[src/verilog/scf_pkg.sv]
// Shared constants and carrier types for the single-clock FIFO block.
// Assumes one clock domain and an AXI4-Lite register port with 32-bit data.
//
// What this block does
// - Fill count wraps at sixteen; full flag disambiguates.
// - Legacy write clears empty, bumps count same edge.
// - Simultaneous read and write keeps count unchanged when neither full nor empty.
// - Near-empty high while count below five.
// - Near-full high while count at least twelve.
// - Asynchronous clear empties at once, count zero.
// - Legacy output word survives an asynchronous clear.
// - Requests ignored during asynchronous clear.
// - Synchronous clear empties and discards on edge.
// - Full flag rises on the filling write edge.
// - Writes ignored while full with overflow checking.
// - Legacy read shows oldest word, decrements, unfulls.
// - Last read shows word and sets empty together.
// - Legacy output changes only on honoured reads.
// - Fall-through mode shows oldest word; read acknowledges.
// - Fall-through shows first word one edge later.
// - Fall-through read shows next word immediately.

package scf_pkg;

  // ----------------------------------------------------------------
  // Geometry and thresholds
  // ----------------------------------------------------------------
  localparam int unsigned DATA_W = 8;
  localparam int unsigned PTR_W  = 4;
  localparam int unsigned LVL_W  = 5;
  localparam int unsigned ADDR_W = 8;
  localparam int unsigned N_EV   = 4;

  typedef logic [LVL_W-1:0]  scf_lvl_t;
  typedef logic [PTR_W-1:0]  scf_ptr_t;
  typedef logic [DATA_W-1:0] scf_data_t;

  localparam scf_lvl_t LVL_DEPTH      = 5'h10;
  localparam scf_lvl_t LVL_NEAR_FULL  = 5'h0c;
  localparam scf_lvl_t LVL_NEAR_EMPTY = 5'h05;

  // ----------------------------------------------------------------
  // Register map (byte addresses) and field positions
  // ----------------------------------------------------------------
  localparam logic [ADDR_W-1:0] OFF_CTRL     = 8'h00;
  localparam logic [ADDR_W-1:0] OFF_STATUS   = 8'h04;
  localparam logic [ADDR_W-1:0] OFF_IRQ_STAT = 8'h08;
  localparam logic [ADDR_W-1:0] OFF_IRQ_MASK = 8'h0c;

  localparam int unsigned CTRL_FWFT_BIT  = 0;
  localparam int unsigned CTRL_OVF_BIT   = 1;
  localparam int unsigned CTRL_UDF_BIT   = 2;
  localparam int unsigned CTRL_CLEAR_BIT = 3;

  localparam int unsigned EV_OVERFLOW  = 0;
  localparam int unsigned EV_UNDERFLOW = 1;
  localparam int unsigned EV_FULL      = 2;
  localparam int unsigned EV_NEAR_FULL = 3;

  localparam logic [1:0] RESP_OKAY   = 2'h0;
  localparam logic [1:0] RESP_SLVERR = 2'h2;

  // ----------------------------------------------------------------
  // Carrier types
  // ----------------------------------------------------------------
  typedef struct packed {
    logic udf_chk;
    logic ovf_chk;
    logic fwft;
  } scf_ctrl_s;

  // Packed so that full lands in bit 4 of the status word.
  typedef struct packed {
    logic near_empty;
    logic near_full;
    logic empty;
    logic full;
  } scf_flags_s;

  localparam scf_ctrl_s  CTRL_RST  = 3'h6;
  localparam scf_flags_s FLAGS_RST = 4'ha;

endpackage : scf_pkg

[src/verilog/scf_irq.sv]
// Sticky interrupt status with write-one-to-clear, mask and level output.
// Assumes events are one-cycle pulses on the same clock.
`timescale 1ns/1ps

module scf_irq
(
  input  wire logic                     aclk,
  input  wire logic                     aresetn,
  input  wire logic [scf_pkg::N_EV-1:0] event_pulse,
  input  wire logic                     clr_we,
  input  wire logic                     mask_we,
  input  wire logic [scf_pkg::N_EV-1:0] wr_bits,
  output logic      [scf_pkg::N_EV-1:0] stat_q,
  output logic      [scf_pkg::N_EV-1:0] mask_q,
  output logic                          irq_q
);

  // ----------------------------------------------------------------
  // Status bits
  // ----------------------------------------------------------------
  // A set in the clearing cycle wins, so no event is lost.
  genvar gi;
  generate
    for (gi = 0; gi < scf_pkg::N_EV; gi++)
    begin : g_bit
      always_ff @(posedge aclk)
      begin
        if (!aresetn)
          stat_q[gi] <= 1'b0;
        else if (event_pulse[gi])
          stat_q[gi] <= 1'b1;
        else if (clr_we && wr_bits[gi])
          stat_q[gi] <= 1'b0;
      end
    end
  endgenerate

  // Mask register; a one lets the status bit reach the output.
  always_ff @(posedge aclk)
  begin
    if (!aresetn)
      mask_q <= '0;
    else if (mask_we)
      mask_q <= wr_bits;
  end

  // Registered output lags the status bits by one edge.
  always_ff @(posedge aclk)
  begin
    if (!aresetn)
      irq_q <= 1'b0;
    else
      irq_q <= |(stat_q & mask_q);
  end

endmodule : scf_irq

[src/verilog/scf_fifo.sv]
// Single-clock 8x16 FIFO with legacy and fall-through read modes.
// Assumes producer and consumer share aclk; async_clear may arrive anytime.
//
// Implementation choices: the address map and the AXI4-Lite interface to the registers.
`timescale 1ns/1ps

module scf_fifo
(
  input  wire logic                          aclk,
  input  wire logic                          aresetn,
  input  wire logic                          async_clear,
  input  wire logic                          sync_clear,
  input  wire logic                          write_request,
  input  wire logic [scf_pkg::DATA_W-1:0]    write_data,
  input  wire logic                          read_request,
  output logic      [scf_pkg::DATA_W-1:0]    read_data_out,
  output logic      [scf_pkg::PTR_W-1:0]     fill_count,
  output logic                               full_flag,
  output logic                               empty_flag,
  output logic                               near_full_flag,
  output logic                               near_empty_flag,
  output logic                               irq,
  input  wire logic [scf_pkg::ADDR_W-1:0]    awaddr,
  input  wire logic                          awvalid,
  output logic                               awready,
  input  wire logic [31:0]                   wdata,
  input  wire logic [3:0]                    wstrb,
  input  wire logic                          wvalid,
  output logic                               wready,
  output logic      [1:0]                    bresp,
  output logic                               bvalid,
  input  wire logic                          bready,
  input  wire logic [scf_pkg::ADDR_W-1:0]    araddr,
  input  wire logic                          arvalid,
  output logic                               arready,
  output logic      [31:0]                   rdata,
  output logic      [1:0]                    rresp,
  output logic                               rvalid,
  input  wire logic                          rready
);

  // ----------------------------------------------------------------
  // Declarations
  // ----------------------------------------------------------------
  scf_pkg::scf_data_t                mem [16];
  scf_pkg::scf_ptr_t                 wr_ptr_q;
  scf_pkg::scf_ptr_t                 rd_ptr_q;
  scf_pkg::scf_lvl_t                 level_q;
  scf_pkg::scf_lvl_t                 level_d;
  scf_pkg::scf_lvl_t                 mem_cnt_q;
  scf_pkg::scf_lvl_t                 mem_cnt_d;
  logic                              show_q;
  logic                              show_d;
  scf_pkg::scf_flags_s               flags_q;
  scf_pkg::scf_flags_s               flags_d;
  scf_pkg::scf_data_t                rdout_q;
  scf_pkg::scf_ctrl_s                ctrl_q;
  logic                              wr_ok;
  logic                              wr_eff;
  logic                              rd_ok;
  logic                              rd_eff;
  logic                              load;
  logic                              pop;
  logic                              take_word;
  logic                              clear_now;
  logic [scf_pkg::N_EV-1:0]          events;
  logic [scf_pkg::N_EV-1:0]          irq_stat;
  logic [scf_pkg::N_EV-1:0]          irq_mask;
  logic                              irq_q;
  logic [scf_pkg::ADDR_W-1:0]        awaddr_q;
  logic [7:0]                        wbyte_q;
  logic                              wstrb0_q;
  logic                              aw_have_q;
  logic                              w_have_q;
  logic                              awready_q;
  logic                              wready_q;
  logic                              bvalid_q;
  logic [1:0]                        bresp_q;
  logic                              arready_q;
  logic                              rvalid_q;
  logic [1:0]                        rresp_q;
  logic [31:0]                       rdata_q;
  logic                              reg_we;
  logic                              we_ctrl;
  logic                              we_clr;
  logic                              we_mask;
  logic                              soft_clear;
  logic                              wr_mapped;
  logic                              rd_mapped;
  logic [31:0]                       rd_word;

  // ----------------------------------------------------------------
  // Request qualification and next state
  // ----------------------------------------------------------------
  // Both request paths are blocked outright while the asynchronous clear
  // is high, so the memory array cannot be written behind its back.
  always_comb
  begin
    wr_ok = write_request && !async_clear
            && !(ctrl_q.ovf_chk && flags_q.full);
    rd_ok = read_request && !async_clear
            && !(ctrl_q.udf_chk && flags_q.empty);
    // Without checking, a read of nothing or a write past sixteen is
    // still dropped so the count cannot run away.
    if (ctrl_q.fwft)
      rd_eff = rd_ok && show_q;
    else
      rd_eff = rd_ok && (mem_cnt_q != '0);
    wr_eff    = wr_ok && ((level_q != scf_pkg::LVL_DEPTH) || rd_eff);
    load      = (!show_q || rd_eff) && (mem_cnt_q != '0);
    pop       = ctrl_q.fwft ? load : rd_eff;
    take_word = ctrl_q.fwft ? load : rd_eff;
    show_d    = ctrl_q.fwft && (load || (show_q && !rd_eff));
    level_d   = level_q + scf_pkg::scf_lvl_t'(wr_eff)
                - scf_pkg::scf_lvl_t'(rd_eff);
    mem_cnt_d = mem_cnt_q + scf_pkg::scf_lvl_t'(wr_eff)
                - scf_pkg::scf_lvl_t'(pop);
    flags_d.full       = (level_d == scf_pkg::LVL_DEPTH);
    flags_d.empty      = ctrl_q.fwft ? !show_d : (level_d == '0);
    flags_d.near_full  = (level_d >= scf_pkg::LVL_NEAR_FULL);
    flags_d.near_empty = (level_d <  scf_pkg::LVL_NEAR_EMPTY);
  end

  assign clear_now = sync_clear || soft_clear;

  // ----------------------------------------------------------------
  // Storage
  // ----------------------------------------------------------------
  // The array has no reset; pointers and counts define what is valid.
  always_ff @(posedge aclk)
  begin
    if (wr_eff && !clear_now)
      mem[wr_ptr_q] <= write_data;
  end

  // Pointers, counts and flags fall back to empty at once on the
  // asynchronous clear and on the edge of a synchronous clear.
  always_ff @(posedge aclk or posedge async_clear)
  begin
    if (async_clear)
    begin
      wr_ptr_q  <= '0;
      rd_ptr_q  <= '0;
      level_q   <= '0;
      mem_cnt_q <= '0;
      show_q    <= 1'b0;
      flags_q   <= scf_pkg::FLAGS_RST;
    end
    else if (!aresetn || clear_now)
    begin
      wr_ptr_q  <= '0;
      rd_ptr_q  <= '0;
      level_q   <= '0;
      mem_cnt_q <= '0;
      show_q    <= 1'b0;
      flags_q   <= scf_pkg::FLAGS_RST;
    end
    else
    begin
      wr_ptr_q  <= wr_ptr_q + scf_pkg::scf_ptr_t'(wr_eff);
      rd_ptr_q  <= rd_ptr_q + scf_pkg::scf_ptr_t'(pop);
      level_q   <= level_d;
      mem_cnt_q <= mem_cnt_d;
      show_q    <= show_d;
      flags_q   <= flags_d;
    end
  end

  // The output word is not touched by either clear, so the last word
  // read stays visible until take_word next loads a word from the array.
  always_ff @(posedge aclk)
  begin
    if (!aresetn)
      rdout_q <= '0;
    else if (take_word && !clear_now && !async_clear)
      rdout_q <= mem[rd_ptr_q];
  end

  // Count port shows the low four bits, so sixteen reads as zero.
  assign fill_count      = level_q[scf_pkg::PTR_W-1:0];
  assign full_flag       = flags_q.full;
  assign empty_flag      = flags_q.empty;
  assign near_full_flag  = flags_q.near_full;
  assign near_empty_flag = flags_q.near_empty;
  assign read_data_out   = rdout_q;

  // ----------------------------------------------------------------
  // Interrupt events
  // ----------------------------------------------------------------
  // Threshold crossings are one-cycle pulses; a refused request raises its event on every cycle it is held.
  always_comb
  begin
    events                         = '0;
    events[scf_pkg::EV_OVERFLOW]   = write_request && !async_clear
                                     && ctrl_q.ovf_chk && flags_q.full;
    events[scf_pkg::EV_UNDERFLOW]  = read_request && !async_clear
                                     && ctrl_q.udf_chk && flags_q.empty;
    events[scf_pkg::EV_FULL]       = !async_clear && !clear_now
                                     && flags_d.full && !flags_q.full;
    events[scf_pkg::EV_NEAR_FULL]  = !async_clear && !clear_now
                                     && flags_d.near_full && !flags_q.near_full;
  end

  scf_irq u_irq
  (
    .aclk        (aclk),
    .aresetn     (aresetn),
    .event_pulse (events),
    .clr_we      (we_clr),
    .mask_we     (we_mask),
    .wr_bits     (wbyte_q[scf_pkg::N_EV-1:0]),
    .stat_q      (irq_stat),
    .mask_q      (irq_mask),
    .irq_q       (irq_q)
  );

  assign irq = irq_q;

  // ----------------------------------------------------------------
  // AXI4-Lite write channel
  // ----------------------------------------------------------------
  // Address and data are taken independently and held until both are
  // here; one write at a time keeps the slave simple.
  always_ff @(posedge aclk)
  begin
    if (!aresetn)
    begin
      awready_q <= 1'b1;
      wready_q  <= 1'b1;
      aw_have_q <= 1'b0;
      w_have_q  <= 1'b0;
      bvalid_q  <= 1'b0;
      bresp_q   <= scf_pkg::RESP_OKAY;
      awaddr_q  <= '0;
      wbyte_q   <= '0;
      wstrb0_q  <= 1'b0;
    end
    else
    begin
      if (awvalid && awready_q)
      begin
        awaddr_q  <= awaddr;
        aw_have_q <= 1'b1;
        awready_q <= 1'b0;
      end
      if (wvalid && wready_q)
      begin
        wbyte_q  <= wdata[7:0];
        wstrb0_q <= wstrb[0];
        w_have_q <= 1'b1;
        wready_q <= 1'b0;
      end
      if (reg_we)
      begin
        aw_have_q <= 1'b0;
        w_have_q  <= 1'b0;
        bvalid_q  <= 1'b1;
        bresp_q   <= wr_mapped ? scf_pkg::RESP_OKAY : scf_pkg::RESP_SLVERR;
      end
      if (bvalid_q && bready)
      begin
        bvalid_q  <= 1'b0;
        awready_q <= 1'b1;
        wready_q  <= 1'b1;
      end
    end
  end

  // All fields live in byte lane 0; other lanes are ignored.
  always_comb
  begin
    reg_we     = aw_have_q && w_have_q && !bvalid_q;
    wr_mapped  = (awaddr_q == scf_pkg::OFF_CTRL)
                 || (awaddr_q == scf_pkg::OFF_STATUS)
                 || (awaddr_q == scf_pkg::OFF_IRQ_STAT)
                 || (awaddr_q == scf_pkg::OFF_IRQ_MASK);
    we_ctrl    = reg_we && wstrb0_q && (awaddr_q == scf_pkg::OFF_CTRL);
    we_clr     = reg_we && wstrb0_q && (awaddr_q == scf_pkg::OFF_IRQ_STAT);
    we_mask    = reg_we && wstrb0_q && (awaddr_q == scf_pkg::OFF_IRQ_MASK);
    soft_clear = we_ctrl && wbyte_q[scf_pkg::CTRL_CLEAR_BIT];
  end

  // Mode and checking switches; change the mode only while empty.
  always_ff @(posedge aclk)
  begin
    if (!aresetn)
      ctrl_q <= scf_pkg::CTRL_RST;
    else if (we_ctrl)
    begin
      ctrl_q.fwft    <= wbyte_q[scf_pkg::CTRL_FWFT_BIT];
      ctrl_q.ovf_chk <= wbyte_q[scf_pkg::CTRL_OVF_BIT];
      ctrl_q.udf_chk <= wbyte_q[scf_pkg::CTRL_UDF_BIT];
    end
  end

  assign awready = awready_q;
  assign wready  = wready_q;
  assign bvalid  = bvalid_q;
  assign bresp   = bresp_q;

  // ----------------------------------------------------------------
  // AXI4-Lite read channel
  // ----------------------------------------------------------------
  // Read data mux; the clear command bit always reads back as zero.
  always_comb
  begin
    rd_word   = '0;
    rd_mapped = 1'b1;
    unique case (araddr)
      scf_pkg::OFF_CTRL:
        rd_word[2:0] = ctrl_q;
      scf_pkg::OFF_STATUS:
        rd_word[7:0] = {flags_q, level_q[scf_pkg::PTR_W-1:0]};
      scf_pkg::OFF_IRQ_STAT:
        rd_word[scf_pkg::N_EV-1:0] = irq_stat;
      scf_pkg::OFF_IRQ_MASK:
        rd_word[scf_pkg::N_EV-1:0] = irq_mask;
      default:
        rd_mapped = 1'b0;
    endcase
  end

  // One read at a time; data is captured on the address handshake.
  always_ff @(posedge aclk)
  begin
    if (!aresetn)
    begin
      arready_q <= 1'b1;
      rvalid_q  <= 1'b0;
      rresp_q   <= scf_pkg::RESP_OKAY;
      rdata_q   <= '0;
    end
    else if (arvalid && arready_q)
    begin
      arready_q <= 1'b0;
      rvalid_q  <= 1'b1;
      rdata_q   <= rd_word;
      rresp_q   <= rd_mapped ? scf_pkg::RESP_OKAY : scf_pkg::RESP_SLVERR;
    end
    else if (rvalid_q && rready)
    begin
      rvalid_q  <= 1'b0;
      arready_q <= 1'b1;
    end
  end

  assign arready = arready_q;
  assign rvalid  = rvalid_q;
  assign rdata   = rdata_q;
  assign rresp   = rresp_q;

endmodule : scf_fifo

[config.mk]
export PLATFORM = sky130hd
export DESIGN_NAME = scf_fifo
export DESIGN_NICKNAME = d
export VERILOG_FILES = /design/src/verilog/scf_pkg.sv /design/src/verilog/scf_irq.sv /design/src/verilog/scf_fifo.sv
export SDC_FILE = /design/constraint.sdc
export NUM_CORES = 1
export LEC_CHECK = 0
export ABC_AREA = 1
export BUFFER_PORTS_ARGS = -buffer_cell sky130_fd_sc_hd__buf_4
export CAP_MARGIN = 40
export CORE_MARGIN = 2
export CORE_UTILIZATION = 39
export DETAILED_ROUTE_END_ITERATION = 16
export PLACE_DENSITY = 0.65
export SYNTH_ARGS = -nofsm -noshare
export SYNTH_HDL_FRONTEND = slang
export SYNTH_SLANG_ARGS = --single-unit
export TNS_END_PERCENT = 10
[constraint.sdc]
create_clock -name aclk -period 8.9 [get_ports aclk]
set_input_delay 1.78 -clock aclk [delete_from_list [all_inputs] [get_ports aclk]]
set_output_delay 1.78 -clock aclk [all_outputs]
set_load 0.01 [all_outputs]
# == Yosys cells after proc, flatten, opt, wreduce, memory -nomap -nowiden ==
# Memory sizes are Yosys's and may differ from the RTL's. A register that Yosys moved wholly into a read port is not among the register bits.
# Index checks and enable logic that the tools add are counted.
# totals
mem_count,1
out_inout_bits,58
wordCells,152
inputBits,71
reg_bits,67
ramBits,128
# op_classes
bitwise,2
eq_ne,8
order_cmp,2
reduce_logical,73
addsub,6
n_mux,29
# memory_table
name,words,word_bits,read_ports,rd_clocked_by_memory_dff,wr,line,text
mem,16,8,1,1,1,scf_fifo.sv:45,scf_pkg::scf_data_t mem [16];
# ops
cell,n
$logic_and 1x1->1,40
$eq 8x4->1 const B,4
$mux 1,19
$eq 8x3->1 const B,2
$logic_not 8->1,2
$mux 4,4
$logic_not 1->1,12
$pmux 3 s4,1
$add 5x1->5,2
$mux 5,2
$reduce_bool 2->1,5
$sub 5x1->5,2
$add 4x1->4,2
$logic_or 1x1->1,8
$reduce_or 4->1,2
$eq 5x5->1 const B,1
$ge 5x4->1 const B,1
$logic_not 5->1,1
$lt 5x3->1 const B,1
$ne 5x5->1 const B,1
$reduce_bool 5->1,1
$and 4x4->4,1
$mux 2,2
$reduce_or 2->1,2
other kinds (2),2

# == Depth between registers and ports, before layout ==
# Gate-level depths: netlist (run 1).
# depth
ltp_word,13
ltp_mapped,22

# == Cells and area by module ==
# A second synthesis (run 1) with hierarchy kept.
# hier_totals
cells_unflattened,988
area_unflattened_um2,9232.6
# modules_own_cells
mod,area_per_inst_um2,instances,cells_each,seq_area_each_um2
scf_fifo,8899.8,1,945,5242.5
scf_irq,332.8,1,43,180.2

# == Worst setup path before layout (run 1) ==
# Ideal clock, no wire load.
# synth_timing
kind,in2reg
from,input async_clear
to,register u_irq.stat_q[3] in the netlist's numbering
arrival_time_ns,4.214
stages,20
path_slack_ns,4.559
cell_sequence,inv_2 -> nand3_4 -> inv_2 -> nand3_1 -> nand2_1 -> nand3_2 -> ha_1 -> inv_1 -> ha_1 -> inv_1 -> fa_1 -> nand3b_1 -> nand2_1 -> nand2_1 -> nand2_1 -> nand2_1 -> nand2_1 -> nor2_1 -> nor2_1 -> nor2_1
# synth_via
elab_chain_len,13
# synth_rtl
item,line,text
"start, declared",scf_fifo.sv:11,"input wire logic async_clear,"
$logic_not 1->1 *,"scf_fifo.sv:99, scf_fifo.sv:101, scf_fifo.sv:200",
$logic_and 1x1->1,scf_fifo.sv:101,rd_ok = read_request && !async_clear
$logic_and 1x1->1,scf_fifo.sv:102,&& !(ctrl_q.udf_chk && flags_q.empty);
"$logic_and 1x1->1, on equally long branches","scf_fifo.sv:108, scf_fifo.sv:106",
$mux 1,scf_fifo.sv:105,if (ctrl_q.fwft)
$logic_or 1x1->1,scf_fifo.sv:109,wr_eff = wr_ok && ((level_q != scf_pkg::LVL_DEPTH) || rd_eff);
$logic_and 1x1->1,scf_fifo.sv:109,
$add 5x1->5,scf_fifo.sv:114,level_d = level_q + scf_pkg::scf_lvl_t'(wr_eff)
$sub 5x1->5,scf_fifo.sv:115,- scf_pkg::scf_lvl_t'(rd_eff);
$ge 5x4->1,scf_fifo.sv:120,flags_d.near_full = (level_d >= scf_pkg::LVL_NEAR_FULL);
$logic_and 1x1->1 * (2 in a row),scf_fifo.sv:201,&& flags_d.near_full && !flags_q.near_full;
$mux 1 / $reduce_bool 2->1 (equally long branches),n/a,
"end signal, assigned by index",scf_irq.sv:29,stat_q[gi] <= 1'b0;
"end signal, assigned by index",scf_irq.sv:31,stat_q[gi] <= 1'b1;
"end signal, assigned by index",scf_irq.sv:33,stat_q[gi] <= 1'b0;
"end, declared",scf_irq.sv:13,"output logic [scf_pkg::N_EV-1:0] stat_q,"
# Mark *: on every way between the ends. The rest lies on a longest branch, timed or not.
# A chain may end at the register's enable or synchronous reset.

# == Worst setup path after layout (run 1) ==
# Ends and elaborated chain as after synthesis.

==> results of run 1 <==
==> area by class of cell <==
class	count	area, µm²
clock buffers	28	614
clock inverters	11	60.1
fillers	2141	12400
inverters	84	318
multi-input cells	613	2960
flip-flops and latches	201	5420
well taps	285	357
repair buffers	77	598
==> placed cells by master, fill, tap and decap left out, types with 4 or more instances in the layout <==
cell and count:
clkinv_2 5, conb_1 26, dfrtp_1 20, nor3_1 4, nor2_4 4, nand3b_1 9
buf_4 76, edfxtp_1 128, nand3_1 76, o21ai_0 47, inv_2 4, nor2_1 153
o211ai_1 16, clkbuf_16 23, a21oi_1 28, ha_1 16, xnor2_1 4, clkinv_1 5
nand2_1 200, nand4_1 5, inv_1 77, dfxtp_1 50
==> worst max-delay path, cell delays in order <==
cell and delay (ns):
buf_4 0.11, inv_2 0.45, nand3_4 0.16, inv_2 0.09, nand3_1 0.10, nand2_1 0.09
nand3_2 0.13, ha_1 0.30, inv_1 0.06, ha_1 0.18, inv_1 0.06, fa_1 0.38
nand3b_1 0.21, nand2_1 0.09, nand2_1 0.06, nand2_1 0.18, nand2_1 0.09, nand2_1 0.06
nor2_1 0.04, nor2_1 0.09, nor2_1 0.04
==> cells by family (layout without fill, tap and decap cells) <==
group,count (synthesis),after routing,share of synthesized area [%]
and+or+nand+nor,463,463,22.2
DFF,201,201,60.0
buffers and inverters,145,200,8.23
AOI/OAI and AO/OA,98,98,6.11
adders and majority gates,18,18,2.66
xor gates and xnor gates,7,7,0.679
other,1,26,0.0415
muxes,1,1,0.111
==> synth_stat cells, types with 4 or more instances <==
| library cell | count |
|---|---|
| xnor2_1 | 4 |
| a21oi_1 | 28 |
| nand3b_1 | 9 |
| nor2_1 | 153 |
| o211ai_1 | 16 |
| dfrtp_1 | 21 |
| buf_4 | 32 |
| dfxtp_1 | 50 |
| buf_2 | 15 |
| nor3_1 | 4 |
| o21ai_0 | 47 |
| nor2_4 | 4 |
| inv_1 | 77 |
| nand2_1 | 200 |
| nand4_1 | 5 |
| inv_2 | 4 |
| edfxtp_1 | 128 |
| clkbuf_1 | 6 |
| nand3_1 | 76 |
| ha_1 | 16 |
| buf_6 | 6 |
==> sequential cells by signal, summed over array words and instances, names as in the netlist, 3 cells and up <==
| signal | cells |
|---|---|
| level_q | 5 |
| awaddr_q | 8 |
| rdata | 8 |
| u_irq.stat_q | 4 |
| rd_ptr_q | 4 |
| wr_ptr_q | 4 |
| mem | 128 |
| read_data_out | 8 |
| wbyte_q | 4 |
| mem_cnt_q | 5 |
| u_irq.mask_q | 4 |
| ctrl_q | 3 |
==> power groups by stage <==
stage	registers, µW	logic, µW	clock network, µW
floorplan	1030	62.8	0
global placement	1030	94.7	0
detailed placement	1030	96.1	0
CTS	1010	96.4	865
global route	1020	109	903
finish	1010	95.6	846
==> worst max-delay path by stage <==
stage	startpoint	to	slack, ns	cells past startpoint
after floorplan	async_clear	u_irq.stat_q[3]$_SDFFE_PN0P_	4.56	20
after global placement	async_clear	u_irq.stat_q[3]$_SDFFE_PN0P_	4.00	21
after detailed placement	async_clear	u_irq.stat_q[3]$_SDFFE_PN0P_	3.94	21
after CTS	async_clear	u_irq.stat_q[3]$_SDFFE_PN0P_	4.46	21
after global routing	async_clear	u_irq.stat_q[3]$_SDFFE_PN0P_	4.15	21
final	async_clear	u_irq.stat_q[3]$_SDFFE_PN0P_	4.50	21
==> per-stage QoR <==
step / setup slack (ns) / util (%) / std cells / total power, µW / instance area, µm²
after floorplan: 4.56 / - / 959 / 1100 / 9130
after global routing: 4.15 / 45.5 / 1299 / 2030 / 10300
after detailed placement: 3.94 / 42.4 / 1257 / 1130 / 9640
after global placement: 4.00 / 42.3 / 1255 / 1130 / 9600
after CTS: 4.46 / 45.4 / 1296 / 1980 / 10300
final: 4.50 / 45.5 / 1299 / 1960 / 10300
==> per-layer routing <==
layer	track usage [%]	vias up	share of wire (%)
met5	0	-	0
met1	20.5	2919	44
met2	27.2	162	49
met4	5.11	0	2.7
met3	2.92	37	4.6
li1	-	3163	-
==> key figures, run 1 <==
Outcome
  – Status: complete, no violations

Worst setup path
  – RR Startpoint: mem_cnt_q[3]$_DFF_PP0_
  – Worst R2R Setup Slack: 5.66 ns
  – Setup CP Type: input pin to flip-flop
  – Crit start category: input pin
  – Critical path capture point type: flip-flop
  – CP Data Required Time: 9.27 ns
  – Crit path DAT: 4.77 ns
  – Crit Path Max Fanout: 28
  – R2R Path End: u_irq.stat_q[3]$_SDFFE_PN0P_
  – Worst R2R Path Depth: 22

Min path
  – Hold_sp: rdata[1]$_SDFFE_PN0P_
  – Hold Crit Class: flip-flop to flip-flop
  – Hold EP: rdata[1]$_SDFFE_PN0P_
  – WHS Path Cells: 2

Drt
  – Remaining DRCs: 0
  – WL/cell: roughly 15 µm
  – Vias: 6281
  – Routed vias/inst: 4.84
  – DRT iter0 DRCs: 370
  – DRT Pass-1 Iters: 5
  – Post-route ant nets: 0
  – Post-Route WL: 18.9 mm

STA
  – Fin Hold WS: ~0.47 ns
  – Final Skew: 0.0133 ns
  – Final setup viols: 0
  – Peak Freq: 227 MHz
  – Worst slew pin tran: 0.907 ns
  – Setup repair after global routing missed its margin: false
  – Minimum clock period: around 4.4 ns
  – Hold Fails Final Rpt: 0
  – Final Cycle Share: 49.4%
  – Final Max Tran Viols: 0
  – Rel. slew slack: between 30% and 40%
  – Setup TNS: 0 ns

Clock network
  – H-tree depth: 1
  – Worst skew pair latency: 0.50 ns
  – Total clock sinks: 201
  – Hold buffer count at cts: 0
  – CTS tree: yes
  – Clock-pin slew on the worst setup and hold paths: 0.06 ns
  – Post-cts sizing count: 0
  – Root buffer cell: clkbuf_16
  – CTS Buffer Depth: 3
  – Setup bufs post-CTS: 0
  – CTS buffer count: 22

Synthesis
  – Area leader, netlist: edfxtp_1
  – Sequential-to-total area share from yosys stat: 60.0%
  – #FFs+latches synth: approximately 200
  – Top FF cell, synth: edfxtp_1
  – Async set-reset flop share out of synthesis: 11.4%
  – Netlist cell types: between 40 and 50
  – Cell area after synthesis: around 9000 µm²
  – Synth top area share: 42.5%
  – Cells after synthesis: between 900 and 1000
  – Synth area leaders: edfxtp_1 (43%), dfxtp_1 (11%), nand2_1 (8.3%)
  – Synth warn: 0
  – Syn Area/Cell: 9.67 µm²
  – EDFF count, synth: 128

Floorplanning
  – Initial Util: about two fifths
  – Die area: 24400 µm²
  – Die Wd: around 160 µm
  – Core area: 22700 µm²
  – FP Rows: between 50 and 60
  – I/O pin total: 129
  – Chip height: 156 µm

Placement
  – PortBufs: approximately 70
  – GP Congestion: 0.804
  – Final HPWL DP: 12.5 mm

Job
  – Maximum Capacitance Violations: 0

Global route
  – GRT Total Usage: 15.9%
  – Largest net degree at the start of global routing: 73
  – Vias in the first global route: roughly 6000
  – Grt ovf: 0
  – Initial antenna violation count: 0
  – First-pass GRT wire length: 30.9 mm

Power
  – Pwr Density: about 190 nW/µm²
  – Net Sw Frac: 21.9%
  – Sequential Power Share: 51.9%
  – Clk pwr share: 43.2%
  – Maximum vdd drop: 0.000119 V
  – Combinational fraction of design power: 4.9%
  – Pint: roughly 1500 µW
  – Leakage: around 0.0042 µW
  – NetSw: 429 µW

Final layout
  – Share of post-route cells with drive strength above 1: 13.3%
  – Layout Nets: 1088
  – Area growth from synthesis to layout: 14.4%
  – Ant diodes: 0
No activity file was read; power rests on OpenSTA's default activity.
==> inputs of run 2 (changes only) <==
==> constraint.sdc (replaced) <==
create_clock -name aclk -period 4.4 [get_ports aclk]
set_input_delay 0.88 -clock aclk [delete_from_list [all_inputs] [get_ports aclk]]
set_output_delay 0.88 -clock aclk [all_outputs]
set_load 0.01 [all_outputs]
==> run 2 against run 1 <==
Clock power rose by 110%. Utilization rose by 0.15 points. Flip-flop and latch count unchanged. Worst setup slack worse by 3.3 ns. Register-to-register slack worse by 4.5 ns. First-iteration DRC count rose by 15%. Final cell count is essentially flat. Global-route usage fell by 0.15 points. Count of clock-buffer cells in the layout decreased by 3. Die area unchanged. Sequential share of layout area fell by 0.18 points. Critical endpoint unchanged. Largest cell class unchanged.
==> key figures, run 2 (same netlist as run 1, synthesis figures left out) <==
STA
  – Hold Fails Final Rpt: 0 (unchanged)
  – Final Cycle Share: 73.4%
  – Final Skew: 0.0116 ns (-0.00172 ns)
  – Final Max Tran Viols: 0 (unchanged)
  – Minimum clock period: roughly 3.2 ns
  – Peak Freq: between 300 and 400 MHz
  – Setup repair after global routing missed its margin: false
  – Rel. slew slack: 39.5% (+0.16 points)
  – Setup TNS: 0 ns (unchanged)
  – Final setup viols: 0 (unchanged)
  – Worst slew pin tran: 0.905 ns (-0.00243 ns)

Worst setup path
  – CP Data Required Time: 4.77 ns (-4.50 ns)
  – Critical path capture point type: flip-flop
  – Crit start category: flip-flop
  – Setup CP Type: flip-flop to flip-flop
  – Crit path DAT: 3.60 ns (-1.17 ns)
  – Crit Path Max Fanout: 6 (-79%)

Final layout
  – Most common cell after layout, fill and taps aside: nand2_1
  – Fill count: 2135 (-0.28%)
  – Layout Nets: 1089 (+0.092%)
  – Area of the multi-input gates: 2960 µm² (unchanged)
  – Reg with most FFs: mem
  – Share of post-route cells with drive strength above 1: 13.4% (+0.085 points)
  – Ant diodes: 0 (unchanged)
  – Most frequent cells in the layout: nand2_1 (200), nor2_1 (153), edfxtp_1 (128), inv_1 (77), buf_4 (77)
  – Core Util, Final: 45.7% (+0.15 points)
  – Largest register FFs: 128 (unchanged)
  – FF/Latch Area: 5420 µm² (unchanged)
  – Area growth from synthesis to layout: 14.8%

Floorplanning
  – I/O pin total: 129 (unchanged)
  – FP Rows: 55 (unchanged)
  – Core area: 22700 µm² (unchanged)
  – Die area: 24400 µm² (unchanged)
  – Chip height: 156 µm (unchanged)
  – Die Wd: 156 µm (unchanged)
  – Initial Util: 39.8% (unchanged)

Global route
  – Grt ovf: 0 (unchanged)
  – First-pass GRT wire length: 30.4 mm (-1.5%)
  – Largest net degree at the start of global routing: 73 (unchanged)
  – Vias in the first global route: 6096 (-0.86%)
  – GRT Total Usage: 15.7% (-0.15 points)
  – Initial antenna violation count: 0 (unchanged)

Power
  – Pwr Density: 388 nW/µm² (+110%)
  – Combinational fraction of design power: 4.8% (about the same)
  – Net Sw Frac: 21.3% (-0.67 points)
  – Clk pwr share: 44.2% (+1.0 points)
  – Sequential Power Share: 51.0% (-0.9 points)
  – NetSw: 856 µW (+100%)
  – Maximum vdd drop: 0.000239 V (+100%)
  – Leakage: 0.00424 µW (+0.63%)
  – Pint: 3170 µW (+110%)

Clock network
  – H-tree depth: 1 (unchanged)
  – CTS Buffer Depth: 3 (unchanged)
  – Setup bufs post-CTS: 0 (unchanged)
  – Worst skew pair latency: 0.50 ns (about the same)
  – Total clock sinks: 201 (unchanged)
  – Post-cts sizing count: 0 (unchanged)
  – Clock-pin slew on the worst setup and hold paths: 0.06 ns (about the same)
  – CTS tree: yes
  – Root buffer cell: clkbuf_16
  – CTS buffer count: 22 (unchanged)
  – Hold buffer count at cts: 0 (unchanged)

Placement
  – PortBufs: 71 (unchanged)
  – Final HPWL DP: 12.6 mm (+0.97%)
  – GP Congestion: 0.815 (+1.4%)

Min path
  – Hold Crit Class: input pin to asynchronous set/reset pin

Job
  – Maximum Capacitance Violations: 0 (unchanged)

Drt
  – Post-Route WL: 19.0 mm (+0.25%)
  – WL/cell: 14.6 µm (+0.18%)
  – DRT Pass-1 Iters: 4 (-1)
  – Remaining DRCs: 0 (unchanged)
  – Post-route ant nets: 0 (unchanged)
  – DRT iter0 DRCs: 425 (+15%)
  – Vias: 6295 (+0.22%)
  – Routed vias/inst: 4.84 (+0.15%)

Outcome
  – Status: complete, no violations
-- run 2: changes by cell type in the layout (fill, tap and decap cells not counted), sizes merged --
cell      before  now
buf           77   78
bufinv         0    2
clkbuf        28   25
clkinv        10   13
clkinvlp       2    0
-- run 2: through the flow --
stage	area, µm²	total power, µW	instances	hold WS, ns	worst slack (ns)
6_report	10400	4030	1300	0.348	1.17
5_1_grt	10400	4170	1300	0.363	0.770
4_1_cts	10400	4070	1298	0.346	1.12
3_5_place_dp	9650	2290	1259	0.460	0.666
3_3_place_gp	9610	2280	1256	0.460	0.713
2_1_floorplan	9130	2220	959	0.437	0.959
-- run 2: per-layer routing --
metal | share of wire [%] | GRT usage, % | vias to the layer above
li1 | - | - | 3164
met3 | 4.8 | 2.75 | 31
met5 | 0 | 0 | -
met4 | 2.2 | 4.59 | 0
met1 | 43 | 19.4 | 2943
met2 | 50 | 28.3 | 157
-- run 2: cell type report --
class                           instances  area share, %
Clock inverter                         14           1.15
Tap cell                              285           3.44
Timing Repair Buffer                   78           5.84
Multi-Input combinational cell        613           28.6
Sequential cell                       201           52.3
Clock buffer                           25           5.62
Inverter                               84           3.07
-- run 2: power by group through the flow --
stage | sequential (µW) | combinational [µW] | clock, µW
2_1_floorplan | 2090 | 127 | 0
3_3_place_gp | 2090 | 192 | 0
3_5_place_dp | 2090 | 195 | 0
4_1_cts | 2050 | 196 | 1820
5_1_grt | 2060 | 221 | 1900
6_report | 2050 | 195 | 1780
-- run 2: path summary, 6_finish.rpt --
check,start,to,slack [ns],depth (start not counted)
worst max-delay path,mem_cnt_q[3]$_DFF_PP0_,u_irq.stat_q[3]$_SDFFE_PN0P_,1.17,22
worst max register to register,mem_cnt_q[3]$_DFF_PP0_,u_irq.stat_q[3]$_SDFFE_PN0P_,1.17,22
min in group aclk,rdata[2]$_SDFFE_PN0P_,rdata[2]$_SDFFE_PN0P_,0.47,2
worst min-delay path,async_clear,level_q[4]$_DFF_PP0_,0.35,2
max in group asynchronous,async_clear,near_empty_flag$_DFF_PP1_,3.47,3
worst min register to register,rdata[2]$_SDFFE_PN0P_,rdata[2]$_SDFFE_PN0P_,0.47,2
-- run 2: worst max-delay path, cell delays in order (launching register included) --
cell,delay (ns)
dfrtp_1,0.39
inv_1,0.08
ha_1,0.13
nand2_1,0.05
nor2_1,0.30
nand2_1,0.10
nand3_1,0.11
nand2_1,0.07
nand3_2,0.12
ha_1,0.24
inv_1,0.06
ha_1,0.18
inv_1,0.06
fa_1,0.40
nand3b_1,0.19
nand2_1,0.08
nand2_1,0.06
nand2_1,0.18
nand2_1,0.08
nand2_1,0.06
nor2_1,0.04
nor2_1,0.08
nor2_1,0.04
